## src/hcirq_pkg.sv

```systemverilog
// Package for the host control, interrupt and reset port block.
// Assumes a 200 MHz system clock and one serial control bus master outside.
package hcirq_pkg;

  localparam int unsigned CLK_MHZ         = 200;
  localparam int unsigned RST_MIN_MS      = 5;
  localparam int unsigned RST_MIN_CYCLES  = RST_MIN_MS * CLK_MHZ * 1000;
  localparam int unsigned REF_OSC_HZ      = 28636360;

  localparam logic [6:0] SLAVE_ADDR_DFLT  = 7'h4C;
  localparam logic [6:0] SLAVE_ADDR_ALT   = 7'h4D;

  localparam logic [7:0] REG_STATUS       = 8'h00;
  localparam logic [7:0] REG_MASK         = 8'h01;
  localparam logic [7:0] REG_CTRL         = 8'h02;
  localparam logic [7:0] REG_RAW          = 8'h03;
  localparam logic [7:0] REG_CMD          = 8'h04;

  localparam int unsigned CTRL_POL_BIT    = 0;
  localparam int unsigned CTRL_SEL_LSB    = 1;
  localparam int unsigned CMD_LATCH_BIT   = 0;

  localparam logic [7:0] MASK_RST         = 8'h00;
  localparam logic [7:0] CTRL_RST         = 8'h00;

  localparam logic [1:0] SEL_NONE         = 2'b00;
  localparam logic [1:0] SEL_BITCLK       = 2'b01;
  localparam logic [1:0] SEL_MASTERCLK    = 2'b10;
  localparam logic [1:0] SEL_ATTACH       = 2'b11;

  typedef enum logic [2:0] {
    HCIRQ_IDLE  = 3'b000,
    HCIRQ_ADDR  = 3'b001,
    HCIRQ_AACK  = 3'b010,
    HCIRQ_WRX   = 3'b011,
    HCIRQ_WACK  = 3'b100,
    HCIRQ_RTX   = 3'b101,
    HCIRQ_RACK  = 3'b110
  } hcirq_state_t;

endpackage

```

## src/hcirq_ctl_slave.sv

```systemverilog
// Serial control bus slave with a 7-bit address and 8-bit register pointer.
// Assumes scl and sda are already synchronised to clk.
module hcirq_ctl_slave
  import hcirq_pkg::*;
(
  input  wire logic       clk,
  input  wire logic       rst,
  input  wire logic       scl_s,
  input  wire logic       sda_s,
  input  wire logic       gate_high,
  input  wire logic [6:0] slave_addr,
  input  wire logic [7:0] rd_data,
  output logic            sda_oe_n,
  output logic [7:0]      reg_addr,
  output logic [7:0]      wr_data,
  output logic            wr_stb,
  output logic            rd_stb
);

  hcirq_state_t state_reg;
  logic         scl_d_reg;
  logic         sda_d_reg;
  logic [3:0]   bit_cnt_reg;
  logic [7:0]   shift_reg;
  logic         rnw_reg;
  logic         have_ptr_reg;
  logic         drive_low_reg;
  wire          scl_rise = scl_s & ~scl_d_reg;
  wire          scl_fall = ~scl_s & scl_d_reg;
  wire          start_c  = scl_s & sda_d_reg & ~sda_s;
  wire          stop_c   = scl_s & ~sda_d_reg & sda_s;

  always_ff @(posedge clk) begin
    if (rst) begin
      scl_d_reg <= 1'b1;
      sda_d_reg <= 1'b1;
    end else begin
      scl_d_reg <= scl_s;
      sda_d_reg <= sda_s;
    end
  end

  assign sda_oe_n = ~drive_low_reg;

  always_ff @(posedge clk) begin
    wr_stb <= 1'b0;
    rd_stb <= 1'b0;
    if (rst || gate_high || stop_c) begin
      state_reg     <= HCIRQ_IDLE;
      drive_low_reg <= 1'b0;
      bit_cnt_reg   <= 4'h0;
      shift_reg     <= 8'h00;
      rnw_reg       <= 1'b0;
      have_ptr_reg  <= 1'b0;
      reg_addr      <= 8'h00;
      wr_data       <= 8'h00;
    end else if (start_c) begin
      state_reg     <= HCIRQ_ADDR;
      bit_cnt_reg   <= 4'h0;
      drive_low_reg <= 1'b0;
      have_ptr_reg  <= 1'b0;
    end else begin
      unique case (state_reg)
        HCIRQ_IDLE: ;
        HCIRQ_ADDR: begin
          if (scl_rise) begin
            shift_reg   <= {shift_reg[6:0], sda_s};
            bit_cnt_reg <= bit_cnt_reg + 4'h1;
          end
          if (scl_fall && bit_cnt_reg == 4'h8) begin
            if (shift_reg[7:1] == slave_addr) begin
              rnw_reg       <= shift_reg[0];
              drive_low_reg <= 1'b1;
              state_reg     <= HCIRQ_AACK;
            end else begin
              state_reg <= HCIRQ_IDLE;
            end
          end
        end
        HCIRQ_AACK: begin
          if (scl_fall) begin
            bit_cnt_reg <= 4'h0;
            if (rnw_reg) begin
              rd_stb        <= 1'b1;
              shift_reg     <= rd_data;
              drive_low_reg <= ~rd_data[7];
              state_reg     <= HCIRQ_RTX;
            end else begin
              drive_low_reg <= 1'b0;
              state_reg     <= HCIRQ_WRX;
            end
          end
        end
        HCIRQ_WRX: begin
          if (scl_rise) begin
            shift_reg   <= {shift_reg[6:0], sda_s};
            bit_cnt_reg <= bit_cnt_reg + 4'h1;
          end
          if (scl_fall && bit_cnt_reg == 4'h8) begin
            if (have_ptr_reg) begin
              wr_data  <= shift_reg;
              wr_stb   <= 1'b1;
            end else begin
              reg_addr <= shift_reg;
            end
            drive_low_reg <= 1'b1;
            state_reg     <= HCIRQ_WACK;
          end
        end
        HCIRQ_WACK: begin
          if (scl_fall) begin
            if (have_ptr_reg) begin
              reg_addr <= reg_addr + 8'h01;
            end
            have_ptr_reg  <= 1'b1;
            drive_low_reg <= 1'b0;
            bit_cnt_reg   <= 4'h0;
            state_reg     <= HCIRQ_WRX;
          end
        end
        HCIRQ_RTX: begin
          if (scl_fall) begin
            bit_cnt_reg <= bit_cnt_reg + 4'h1;
            if (bit_cnt_reg == 4'h7) begin
              drive_low_reg <= 1'b0;
              state_reg     <= HCIRQ_RACK;
            end else begin
              drive_low_reg <= ~shift_reg[6];
              shift_reg     <= {shift_reg[6:0], 1'b0};
            end
          end
        end
        HCIRQ_RACK: begin
          if (scl_rise) begin
            rnw_reg <= ~sda_s;
          end
          if (scl_fall) begin
            if (rnw_reg) begin
              reg_addr      <= reg_addr + 8'h01;
              rd_stb        <= 1'b1;
              shift_reg     <= rd_data;
              drive_low_reg <= ~rd_data[7];
              bit_cnt_reg   <= 4'h0;
              state_reg     <= HCIRQ_RTX;
            end else begin
              state_reg <= HCIRQ_IDLE;
            end
          end
        end
        default: state_reg <= HCIRQ_IDLE;
      endcase
    end
  end

  property p_gate_silent;
    @(posedge clk) disable iff (rst) gate_high |=> sda_oe_n && !wr_stb;
  endproperty
  a_gate_silent: assert property (p_gate_silent) else $error("bus acted while gated");

endmodule

```

## src/hcirq_top.sv

```systemverilog
// Host control, interrupt and reset port block of a video receiver.
// Assumes rst_n, scl, sda_in, gate and strap pins are asynchronous to clk.
// Function
// - Primary interrupt polarity is selectable in configuration.
// - Interrupt fires on status bit change; events selectable by mask.
// - Secondary interrupt routable to bit-clock, master-clock or attach pin.
// - Attach pin drives attach level or secondary interrupt, never both.
// - Gate input high makes control slave ignore all transactions.
// - Reset input is active low and holds all logic in reset; the input synchronisers are cleared only by rst.
// - Reference clock is a 28.63636 MHz crystal or oscillator.
// - Address strap shares the vertical sync and field pin.
// - Slave address 0x98 after reset; 0x9A after strap high plus latch command.
// - Slave takes bus clock as input, drives data for reads and acks.
//
// The placing of the registers and strobed register access were left to the implementer.
module hcirq_top
  import hcirq_pkg::*;
(
  input  wire logic       clk,
  input  wire logic       rst,
  input  wire logic       ref_osc_input,
  input  wire logic       rst_n_pin,
  input  wire logic       gate_pin,
  input  wire logic       scl_pin,
  input  wire logic       sda_in,
  output logic            sda_out,
  output logic            sda_oe_n,
  input  wire logic       vsync_field_addr_pin,
  input  wire logic [7:0] status_in,
  input  wire logic       audio_bitclk,
  input  wire logic       audio_masterclk,
  input  wire logic       port_a_attach,
  input  wire logic [7:0] bus_addr,
  input  wire logic [7:0] bus_wdata,
  input  wire logic       bus_wr,
  input  wire logic       bus_rd,
  output logic [7:0]      bus_rdata,
  output logic            primary_irq_out,
  output logic            secondary_irq_out,
  output logic            audio_bitclk_or_irq_pin,
  output logic            audio_masterclk_or_irq_pin,
  output logic            port_a_attach_or_irq_pin,
  output logic            ref_crystal_return,
  output logic            int_rst
);

  logic [1:0] rstn_sync_reg;
  logic [1:0] gate_sync_reg;
  logic [1:0] scl_sync_reg;
  logic [1:0] sda_sync_reg;
  logic [1:0] strap_sync_reg;
  logic [7:0] stat_sync1_reg;
  logic [7:0] stat_sync2_reg;
  logic [7:0] stat_prev_reg;
  logic [7:0] pend_reg;
  logic [7:0] mask_reg;
  logic [7:0] ctrl_reg;
  logic       alt_addr_reg;
  logic [6:0] slave_addr;
  logic [7:0] ra;
  logic [7:0] wd;
  logic       ws;
  logic       rs;
  logic [7:0] rd_mux;
  logic       any_irq;
  logic [1:0] sel;
  logic       srst;

  // Inverter for the crystal loop
  assign ref_crystal_return = ~ref_osc_input;

  always_ff @(posedge clk) begin
    if (rst) begin
      rstn_sync_reg  <= 2'b00;
      gate_sync_reg  <= 2'b11;
      scl_sync_reg   <= 2'b11;
      sda_sync_reg   <= 2'b11;
      strap_sync_reg <= 2'b00;
      stat_sync1_reg <= 8'h00;
      stat_sync2_reg <= 8'h00;
    end else begin
      rstn_sync_reg  <= {rstn_sync_reg[0], rst_n_pin};
      gate_sync_reg  <= {gate_sync_reg[0], gate_pin};
      scl_sync_reg   <= {scl_sync_reg[0], scl_pin};
      sda_sync_reg   <= {sda_sync_reg[0], sda_in};
      strap_sync_reg <= {strap_sync_reg[0], vsync_field_addr_pin};
      stat_sync1_reg <= status_in;
      stat_sync2_reg <= stat_sync1_reg;
    end
  end

  // All but the input synchronisers held while the pin is low
  assign srst    = rst | ~rstn_sync_reg[1];
  assign int_rst = srst;

  assign sda_out    = 1'b0;
  assign slave_addr = alt_addr_reg ? SLAVE_ADDR_ALT : SLAVE_ADDR_DFLT;

  hcirq_ctl_slave u_slave (
    .clk        (clk),
    .rst        (srst),
    .scl_s      (scl_sync_reg[1]),
    .sda_s      (sda_sync_reg[1]),
    .gate_high  (gate_sync_reg[1]),
    .slave_addr (slave_addr),
    .rd_data    (rd_mux),
    .sda_oe_n   (sda_oe_n),
    .reg_addr   (ra),
    .wr_data    (wd),
    .wr_stb     (ws),
    .rd_stb     (rs)
  );

  function automatic logic [7:0] reg_read(input logic [7:0] a, input logic [7:0] p,
                                          input logic [7:0] m, input logic [7:0] c,
                                          input logic [7:0] r);
    unique case (a)
      REG_STATUS: reg_read = p;
      REG_MASK:   reg_read = m;
      REG_CTRL:   reg_read = c;
      REG_RAW:    reg_read = r;
      default:    reg_read = 8'h00;
    endcase
  endfunction

  assign rd_mux = reg_read(ra, pend_reg, mask_reg, ctrl_reg, stat_sync2_reg);

  always_ff @(posedge clk) begin
    if (srst) begin
      mask_reg <= MASK_RST;
      ctrl_reg <= CTRL_RST;
    end else if (ws) begin
      if (ra == REG_MASK) begin
        mask_reg <= wd;
      end
      if (ra == REG_CTRL) begin
        ctrl_reg <= wd;
      end
    end else if (bus_wr) begin
      if (bus_addr == REG_MASK) begin
        mask_reg <= bus_wdata;
      end
      if (bus_addr == REG_CTRL) begin
        ctrl_reg <= bus_wdata;
      end
    end
  end

  // Strap is sampled only on command, never at reset
  always_ff @(posedge clk) begin
    if (srst) begin
      alt_addr_reg <= 1'b0;
    end else if ((ws && ra == REG_CMD && wd[CMD_LATCH_BIT]) ||
                 (bus_wr && bus_addr == REG_CMD && bus_wdata[CMD_LATCH_BIT])) begin
      alt_addr_reg <= strap_sync_reg[1];
    end
  end

  // Change events are sticky; a new event wins over the read clear
  always_ff @(posedge clk) begin
    if (srst) begin
      stat_prev_reg <= 8'h00;
      pend_reg      <= 8'h00;
    end else begin
      stat_prev_reg <= stat_sync2_reg;
      if ((rs && ra == REG_STATUS) || (bus_rd && bus_addr == REG_STATUS)) begin
        pend_reg <= stat_sync2_reg ^ stat_prev_reg;
      end else begin
        pend_reg <= pend_reg | (stat_sync2_reg ^ stat_prev_reg);
      end
    end
  end

  always_ff @(posedge clk) begin
    if (srst) begin
      bus_rdata <= 8'h00;
    end else if (bus_rd) begin
      bus_rdata <= reg_read(bus_addr, pend_reg, mask_reg, ctrl_reg, stat_sync2_reg);
    end else begin
      bus_rdata <= 8'h00;
    end
  end

  assign any_irq = |(pend_reg & mask_reg);
  assign sel     = ctrl_reg[CTRL_SEL_LSB +: 2];

  always_ff @(posedge clk) begin
    if (srst) begin
      primary_irq_out   <= 1'b0;
      secondary_irq_out <= 1'b0;
    end else begin
      primary_irq_out   <= any_irq ^ ctrl_reg[CTRL_POL_BIT];
      secondary_irq_out <= any_irq;
    end
  end

  // Shared pins keep their normal function unless selected
  always_comb begin
    audio_bitclk_or_irq_pin    = (sel == SEL_BITCLK) ? secondary_irq_out : audio_bitclk;
    audio_masterclk_or_irq_pin = (sel == SEL_MASTERCLK) ? secondary_irq_out
                                                        : audio_masterclk;
    port_a_attach_or_irq_pin   = (sel == SEL_ATTACH) ? secondary_irq_out : port_a_attach;
  end

  property p_irq_follows;
    @(posedge clk) disable iff (srst)
      (any_irq && !ctrl_reg[CTRL_POL_BIT]) |=> primary_irq_out;
  endproperty
  a_irq_follows: assert property (p_irq_follows) else $error("primary irq missing");

  property p_irq_polarity;
    @(posedge clk) disable iff (srst)
      (!any_irq && $stable(ctrl_reg)) |=> primary_irq_out == $past(ctrl_reg[CTRL_POL_BIT]);
  endproperty
  a_irq_polarity: assert property (p_irq_polarity) else $error("idle level wrong");

  property p_change_sets;
    @(posedge clk) disable iff (srst)
      (stat_sync2_reg != stat_prev_reg) |=> pend_reg != 8'h00;
  endproperty
  a_change_sets: assert property (p_change_sets) else $error("change not latched");

  property p_sticky;
    @(posedge clk) disable iff (srst)
      (pend_reg != 8'h00 && !rs && !bus_rd) |=> pend_reg != 8'h00;
  endproperty
  a_sticky: assert property (p_sticky) else $error("pending flag lost");

  property p_attach_route;
    @(posedge clk) disable iff (srst)
      sel == SEL_ATTACH |-> port_a_attach_or_irq_pin == secondary_irq_out;
  endproperty
  a_attach_route: assert property (p_attach_route) else $error("attach routing wrong");

  property p_bitclk_route;
    @(posedge clk) disable iff (srst)
      sel != SEL_BITCLK |-> audio_bitclk_or_irq_pin == audio_bitclk;
  endproperty
  a_bitclk_route: assert property (p_bitclk_route) else $error("bit clock disturbed");

  property p_addr_dflt;
    @(posedge clk) $fell(srst) |-> slave_addr == SLAVE_ADDR_DFLT;
  endproperty
  a_addr_dflt: assert property (p_addr_dflt) else $error("address not default");

  property p_rst_hold;
    @(posedge clk) disable iff (rst) !rstn_sync_reg[1] |=> !primary_irq_out || ctrl_reg[0];
  endproperty
  a_rst_hold: assert property (p_rst_hold) else $error("reset not holding");

endmodule

```

## config.mk

```make
export PLATFORM = sky130hd
export DESIGN_NAME = hcirq_top
export DESIGN_NICKNAME = d
export VERILOG_FILES = /design/src/hcirq_pkg.sv /design/src/hcirq_ctl_slave.sv /design/src/hcirq_top.sv
export SDC_FILE = /design/constraint.sdc
export NUM_CORES = 1
export LEC_CHECK = 0
export ABC_AREA = 1
export BUFFER_PORTS_ARGS = -buffer_cell sky130_fd_sc_hd__buf_2
export CAP_MARGIN = 0
export CORE_ASPECT_RATIO = 0.7
export CORE_MARGIN = 4
export CORE_UTILIZATION = 55
export CTS_CLUSTER_DIAMETER = 60
export DETAILED_ROUTE_END_ITERATION = 8
export PLACE_DENSITY_LB_ADDON = 0.2
export SYNTH_ARGS = -nofsm -noshare
export SYNTH_HDL_FRONTEND = slang
export SYNTH_SLANG_ARGS = --single-unit
```

## constraint.sdc

```tcl
create_clock -name clk -period 1.86 [get_ports clk]
set_input_delay 0.372 -clock clk [delete_from_list [all_inputs] [get_ports clk]]
set_output_delay 0.372 -clock clk [all_outputs]
set_load 0.01 [all_outputs]
```

# Word-level counts from Yosys, hierarchy flattened

Index checks and enable logic that the tools add are counted.

Register bits: 107
Latch bits: 0
RAM bits: 0
ROM bits: 0
Bits of input ports: 37
Logic and storage cells: 208
Memories kept: 0

Add/subtract/negate cells: 2
$mul: 0
Div/mod/pow operators: 0
Magnitude comparators: 0
Equality and inequality tests: 47
Shift-type cells: 0
Muxes and demuxes: 63
Bitwise logic cells: 27
Reductions and logical operators: 41

Operator list:

| kind                                                                  | count |
|---|---|
| 8-bit two-way mux                                                     | 20 |
| 8-bit one-hot mux with 4 select lines                                 | 2 |
| 8-bit one-hot mux with 3 select lines                                 | 2 |
| 8-bit by 2-bit equality test with 1-bit output, second input constant | 4 |
| 2-bit by 1-bit != test with 1-bit output, second input constant       | 16 |
| 3-bit two-way mux                                                     | 9 |
| 8-bit AND reduction                                                   | 3 |
| 3-bit by 1-bit != test with 1-bit output, second input constant       | 7 |
| 3-bit one-hot mux with 7 select lines                                 | 1 |
| 1-bit two-way mux                                                     | 20 |
| 4-bit two-way mux                                                     | 5 |
| 8-bit by 1-bit equality test with 1-bit output, second input constant | 2 |
| 8-bit by 3-bit equality test with 1-bit output, second input constant | 2 |
| 8-bit zero test                                                       | 2 |
| 1-bit inverter                                                        | 16 |
| 4-bit one-hot mux with 4 select lines                                 | 1 |
| 2-bit OR reduction                                                    | 5 |
| 3-bit equality test, second input constant                            | 3 |
| 9-bit AND reduction                                                   | 1 |
| 8-bit by 1-bit adder with 8-bit output, second input constant         | 1 |
| 8-bit bitwise AND                                                     | 1 |
| 2-bit != test, second input constant                                  | 4 |
| 8-bit OR                                                              | 1 |
| 2-bit nonzero test                                                    | 4 |
| other kinds (29)                                                      | 48 |

# Logic depth before layout (Yosys ltp)

Depth in word-level cells: 6
Gate-level depth with buffers: 12
Depth with buffers taken out: 12

# Modules after synthesis

Synthesis repeated with hierarchy kept, for this count alone.

Cells, all modules: 807
Area, all modules: 5,516.5 sq um

By module, submodules not included:

| module          | times used | cells each | area each (sq um) |
|---|---|---|---|
| hcirq_top       | 1          | 442        | 3,189.3 |
| hcirq_ctl_slave | 1          | 365        | 2,327.2 |

# Least setup slack after synthesis

OpenSTA, ideal clock, no wires.

Kind: register to register
Start: register u_slave.bit_cnt_reg[0]
End: register u_slave.reg_addr[0]
Library setup time: 0.116 ns
Data arrival time: 1.321 ns
Required time: 1.744 ns
Path slack: 0.423 ns
Stages on the path, launching flop included: 12
Buffers on the path: 0
Clock period less this slack: 1.437 ns
Path through: dfxtp_1 inv_1 ha_1 nand2_1 inv_1 nand3_4 nand2_1 inv_1 nor2_4 nand2_4 o21ai_0 nor2_1

Cells in the longest elaborated chain, start to end: 4

Ends and longest elaborated chain:

| item                                               | RTL line               | source |
|---|---|---|
| start, declared                                    | hcirq_ctl_slave.sv:23  | `logic [3:0] bit_cnt_reg;` |
| start signal, assigned                             | hcirq_ctl_slave.sv:68  | `bit_cnt_reg <= bit_cnt_reg + 4'h1;` |
| start signal, assigned                             | hcirq_ctl_slave.sv:97  | `bit_cnt_reg <= bit_cnt_reg + 4'h1;` |
| start signal, assigned                             | hcirq_ctl_slave.sv:123 | `bit_cnt_reg <= bit_cnt_reg + 4'h1;` |
| 4-bit equality test                                | hcirq_ctl_slave.sv:99  | `if (scl_fall && bit_cnt_reg == 4'h8) begin` |
| 1-bit logical AND                                  | hcirq_ctl_slave.sv:99  |  |
| 2-bit by 1-bit != test with 1-bit output (no line) | -                      |  |
| 8-bit AND reduction (no line)                      | -                      |  |
| end signal, assigned                               | hcirq_ctl_slave.sv:104 | `reg_addr <= shift_reg;` |
| end signal, assigned                               | hcirq_ctl_slave.sv:113 | `reg_addr <= reg_addr + 8'h01;` |
| end signal, assigned                               | hcirq_ctl_slave.sv:139 | `reg_addr <= reg_addr + 8'h01;` |
| end, declared                                      | hcirq_ctl_slave.sv:14  | `output logic [7:0] reg_addr,` |

No other way between the ends.
A chain may end at the register's enable or synchronous reset.

# Final worst setup path

Start: register u_slave.reg_addr[0]
End: register mask_reg[3]

Cells in the longest elaborated chain, start to end: 3

Ends and longest elaborated chain:

| item                                           | RTL line         | source |
|---|---|---|
| 8-bit by 1-bit equality test with 1-bit output | hcirq_top.sv:133 | `if (ra == REG_MASK) begin` |
| 2-bit != test (no line)                        | -                |  |
| 3-bit AND reduction (no line)                  | -                |  |
| end signal, assigned                           | hcirq_top.sv:134 | `mask_reg <= wd;` |
| end signal, assigned                           | hcirq_top.sv:141 | `mask_reg <= bus_wdata;` |
| end, declared                                  | hcirq_top.sv:56  | `logic [7:0] mask_reg;` |

No other way between the ends.

==> metrics.csv <==
metric,value,unit
status,completed,
floorplan.die.height,90.3,um
syn_inst,768,
start_util,57.5,%
gp_congestion,1.03,
clock_latency,0.35,ns
maxCapViolations,0,
finalSetupTns,0,ns
cp.required,2.13,ns
dp_worst_setup_slack,0.0909,ns
drt_pass1_iterations,5,
htree_num_levels,3,
finalCritPeriodShare,93.7,%
timing.rr.start,u_slave.reg_addr[0]$_SDFFE_PP0P_,
criticalPathCategory,flip-flop to flip-flop,
ys_async_sr_fraction,0,%
synth_fa_ha_area_share,1.41,%
io_pins,54,
ys_top_cells_by_count,"nand2_1, nor2_1, dfxtp_1",
max-slew-margin-rel,65.2,%
path_clk_slew,0.08,ns
first_global_vias,4794,
post-route-drc-count,0,
crit_end,mask_reg[3]$_SDFFE_PP0P_,
startpoint,u_slave.reg_addr[0]$_SDFFE_PP0P_,
p_leak,0.00257,uW
final_nets,881,
yosysTopAreaCell,dfxtp_1,
diodes,0,
drt_wl_total,15.0,mm
overflow,0,
drive_gt1_share,16.7,%
max_freq,0.574,GHz
startpoint_type,flip-flop,
drtAntennaViolNets,0,
hold_viol_final,0,
syn_nets,811,
synthesis.area,0.00532,sq mm
hold_buffers,0,
ys_top_cells_by_area,"dfxtp_1, nand2_1, nor2_1, o21ai_0, nand3_1",
drt_first_iter_violations,683,
area_delta_synth_final,15.3,%
grt_use_total,26.3,%
yosysTopAreaCellShare,40.3,%
p_sw,1080,uW
antenna_found_initial,0,
utilization,66.3,%
io_buffers,52,
cp.arrival,2.01,ns
cts_max_path_buffers,2,
synth-edff-count,0,
core_area,0.00925,sq mm
grt_pass1_wl,24.1,mm
vdd_drop_max,0.740,mV
setup_viol,0,
pwr-share-clk,43.5,%
cp-end-kind,flip-flop,
die_x,126,um
ys_types,37,
via_per_inst,5.46,
synthXorXnorAreaFrac,1.81,%
seqPwrFrac,52.8,%
rows,29,
p_comb_share,3.7,%
synth_top_family_by_area,simple AND/OR/NAND/NOR gates,
synth-compound-area-share,13.9,%
wl_per_cell,15.5,um
clockRootBuffer,clkbuf_16,
regToRegEndpoint,mask_reg[3]$_SDFFE_PP0P_,
syn_area_per_cell,6.92,sq um
vias,5284,
worst_pin_slew,0.522,ns
ys_ff_latch,107,
dieArea,0.0113,sq mm
critPathMaxFanout,12,
regToRegSetupSlack,0.12,ns
ys_seq_area_share,40.3,%
hold_path.class,primary input to flip-flop,
cts_buffers,9,
rsz0062_at_grt,no,
synth_ff_type,dfxtp_1,
hpwl,11.6,mm
power.internal,3350,uW
clock_skew,0.00874,ns
grt_max_degree,27,
switching_share,24.4,%
slew_violations,0,
cts_tree,done,
synth_mux_area_share,1.39,%
yosysWarnings,0,
synth-simple-area-share,31.5,%
rr_worst_depth,7,
pwr_density_cell,722,mW/mm^2
synth.most_common_cell,nand2_1,
clock_sinks,107,
fin_ws,0.117,ns
min_period,1.74,ns
## power by group through the flow
stage,Combinational (uW),Clock (uW),Sequential (uW)
detailed placement,161,0,2390
floorplan,92.6,0,2380
CTS,162,1950,2340
global route,181,2060,2340
finish,162,1930,2340
global placement,155,0,2390
## critical path, stage by stage, from the launching register on
cell and delay, ns:
dfxtp_1 0.43, ha_1 0.19, inv_1 0.05, nor2_2 0.18
nand3_1 0.22, nand2_2 0.31, nand2_1 0.10, a21oi_1 0.18
## area by class of cell
type                            instances  area [sq um]
Sequential cell                       107          2140
Clock buffer                            9           225
Clock inverter                          7          80.1
Inverter                              104           395
Multi-Input combinational cell        536          2660
Tap cell                              124           155
Fill cell                             859          3120
Timing Repair Buffer                   80           470
## per-layer routing
| metal | routed length (um) | vias up | GRT usage [%] |
|---|---|---|---|
| met5 | 0 | - | 0 |
| met4 | 141 | 0 | 4.96 |
| met3 | 1870 | 14 | 7.21 |
| met2 | 5770 | 307 | 35.9 |
| met1 | 7180 | 2347 | 41.1 |
| li1 | - | 2616 | - |
## per-stage QoR
step                cells  instance area (sq um)  hold slack, ns  power [uW]
floorplan             768                   5320           0.388        2480
global placement      951                   5820           0.389        2550
detailed placement    951                   5820           0.393        2550
CTS                   967                   6130           0.194        4450
global route          967                   6130           0.191        4590
finish                967                   6130           0.198        4430
## logic make-up (layout without fill, tap and decap cells)
logic type | after synthesis | count (layout)
simple gates | 370 | 370
compound gates | 141 | 141
buf+inv | 125 | 200
flops | 107 | 107
xor+xnor | 11 | 11
mux | 7 | 7
fa+ha+maj | 6 | 6
other cells | 1 | 1
## worst min-delay path by stage
stage                     depth (start not counted)                         start                      endpoint
after detailed placement                          2  stat_sync1_reg[2]$_SDFF_PP0_  stat_sync2_reg[2]$_SDFF_PP0_
after global routing                              2                      gate_pin   gate_sync_reg[0]$_SDFF_PP1_
after global placement                            2  stat_sync1_reg[1]$_SDFF_PP0_  stat_sync2_reg[1]$_SDFF_PP0_
final                                             2                        sda_in    sda_sync_reg[0]$_SDFF_PP1_
after CTS                                         2                        sda_in    sda_sync_reg[0]$_SDFF_PP1_
after floorplan                                   2   rstn_sync_reg[0]$_SDFF_PP0_   rstn_sync_reg[1]$_SDFF_PP0_
## cells in the final DEF (no fill, tap or decap), types with 7 or more instances in the layout
| cell type | synthesis | final |
|---|---|---|
| a21oi_1 | 54 | 54 |
| buf_2 | 8 | 52 |
| buf_4 | 2 | 28 |
| clkbuf_16 | 0 | 9 |
| dfxtp_1 | 107 | 107 |
| inv_1 | 96 | 96 |
| nand2_1 | 124 | 124 |
| nand2_2 | 7 | 7 |
| nand3_1 | 76 | 76 |
| nand4_1 | 8 | 8 |
| nor2_1 | 121 | 120 |
| nor2_4 | 8 | 8 |
| nor3_1 | 8 | 8 |
| o21ai_0 | 77 | 77 |
| xnor2_1 | 8 | 8 |
## what timing repair did
| item | in CTS | in global routing |
|---|---|---|
| endpoints found under the setup margin | 0 | 12 |
| buffers inserted | 0 | 0 |
| resized for setup | 0 | 1 |
Note: power is estimated with default switching activity, not from simulation.
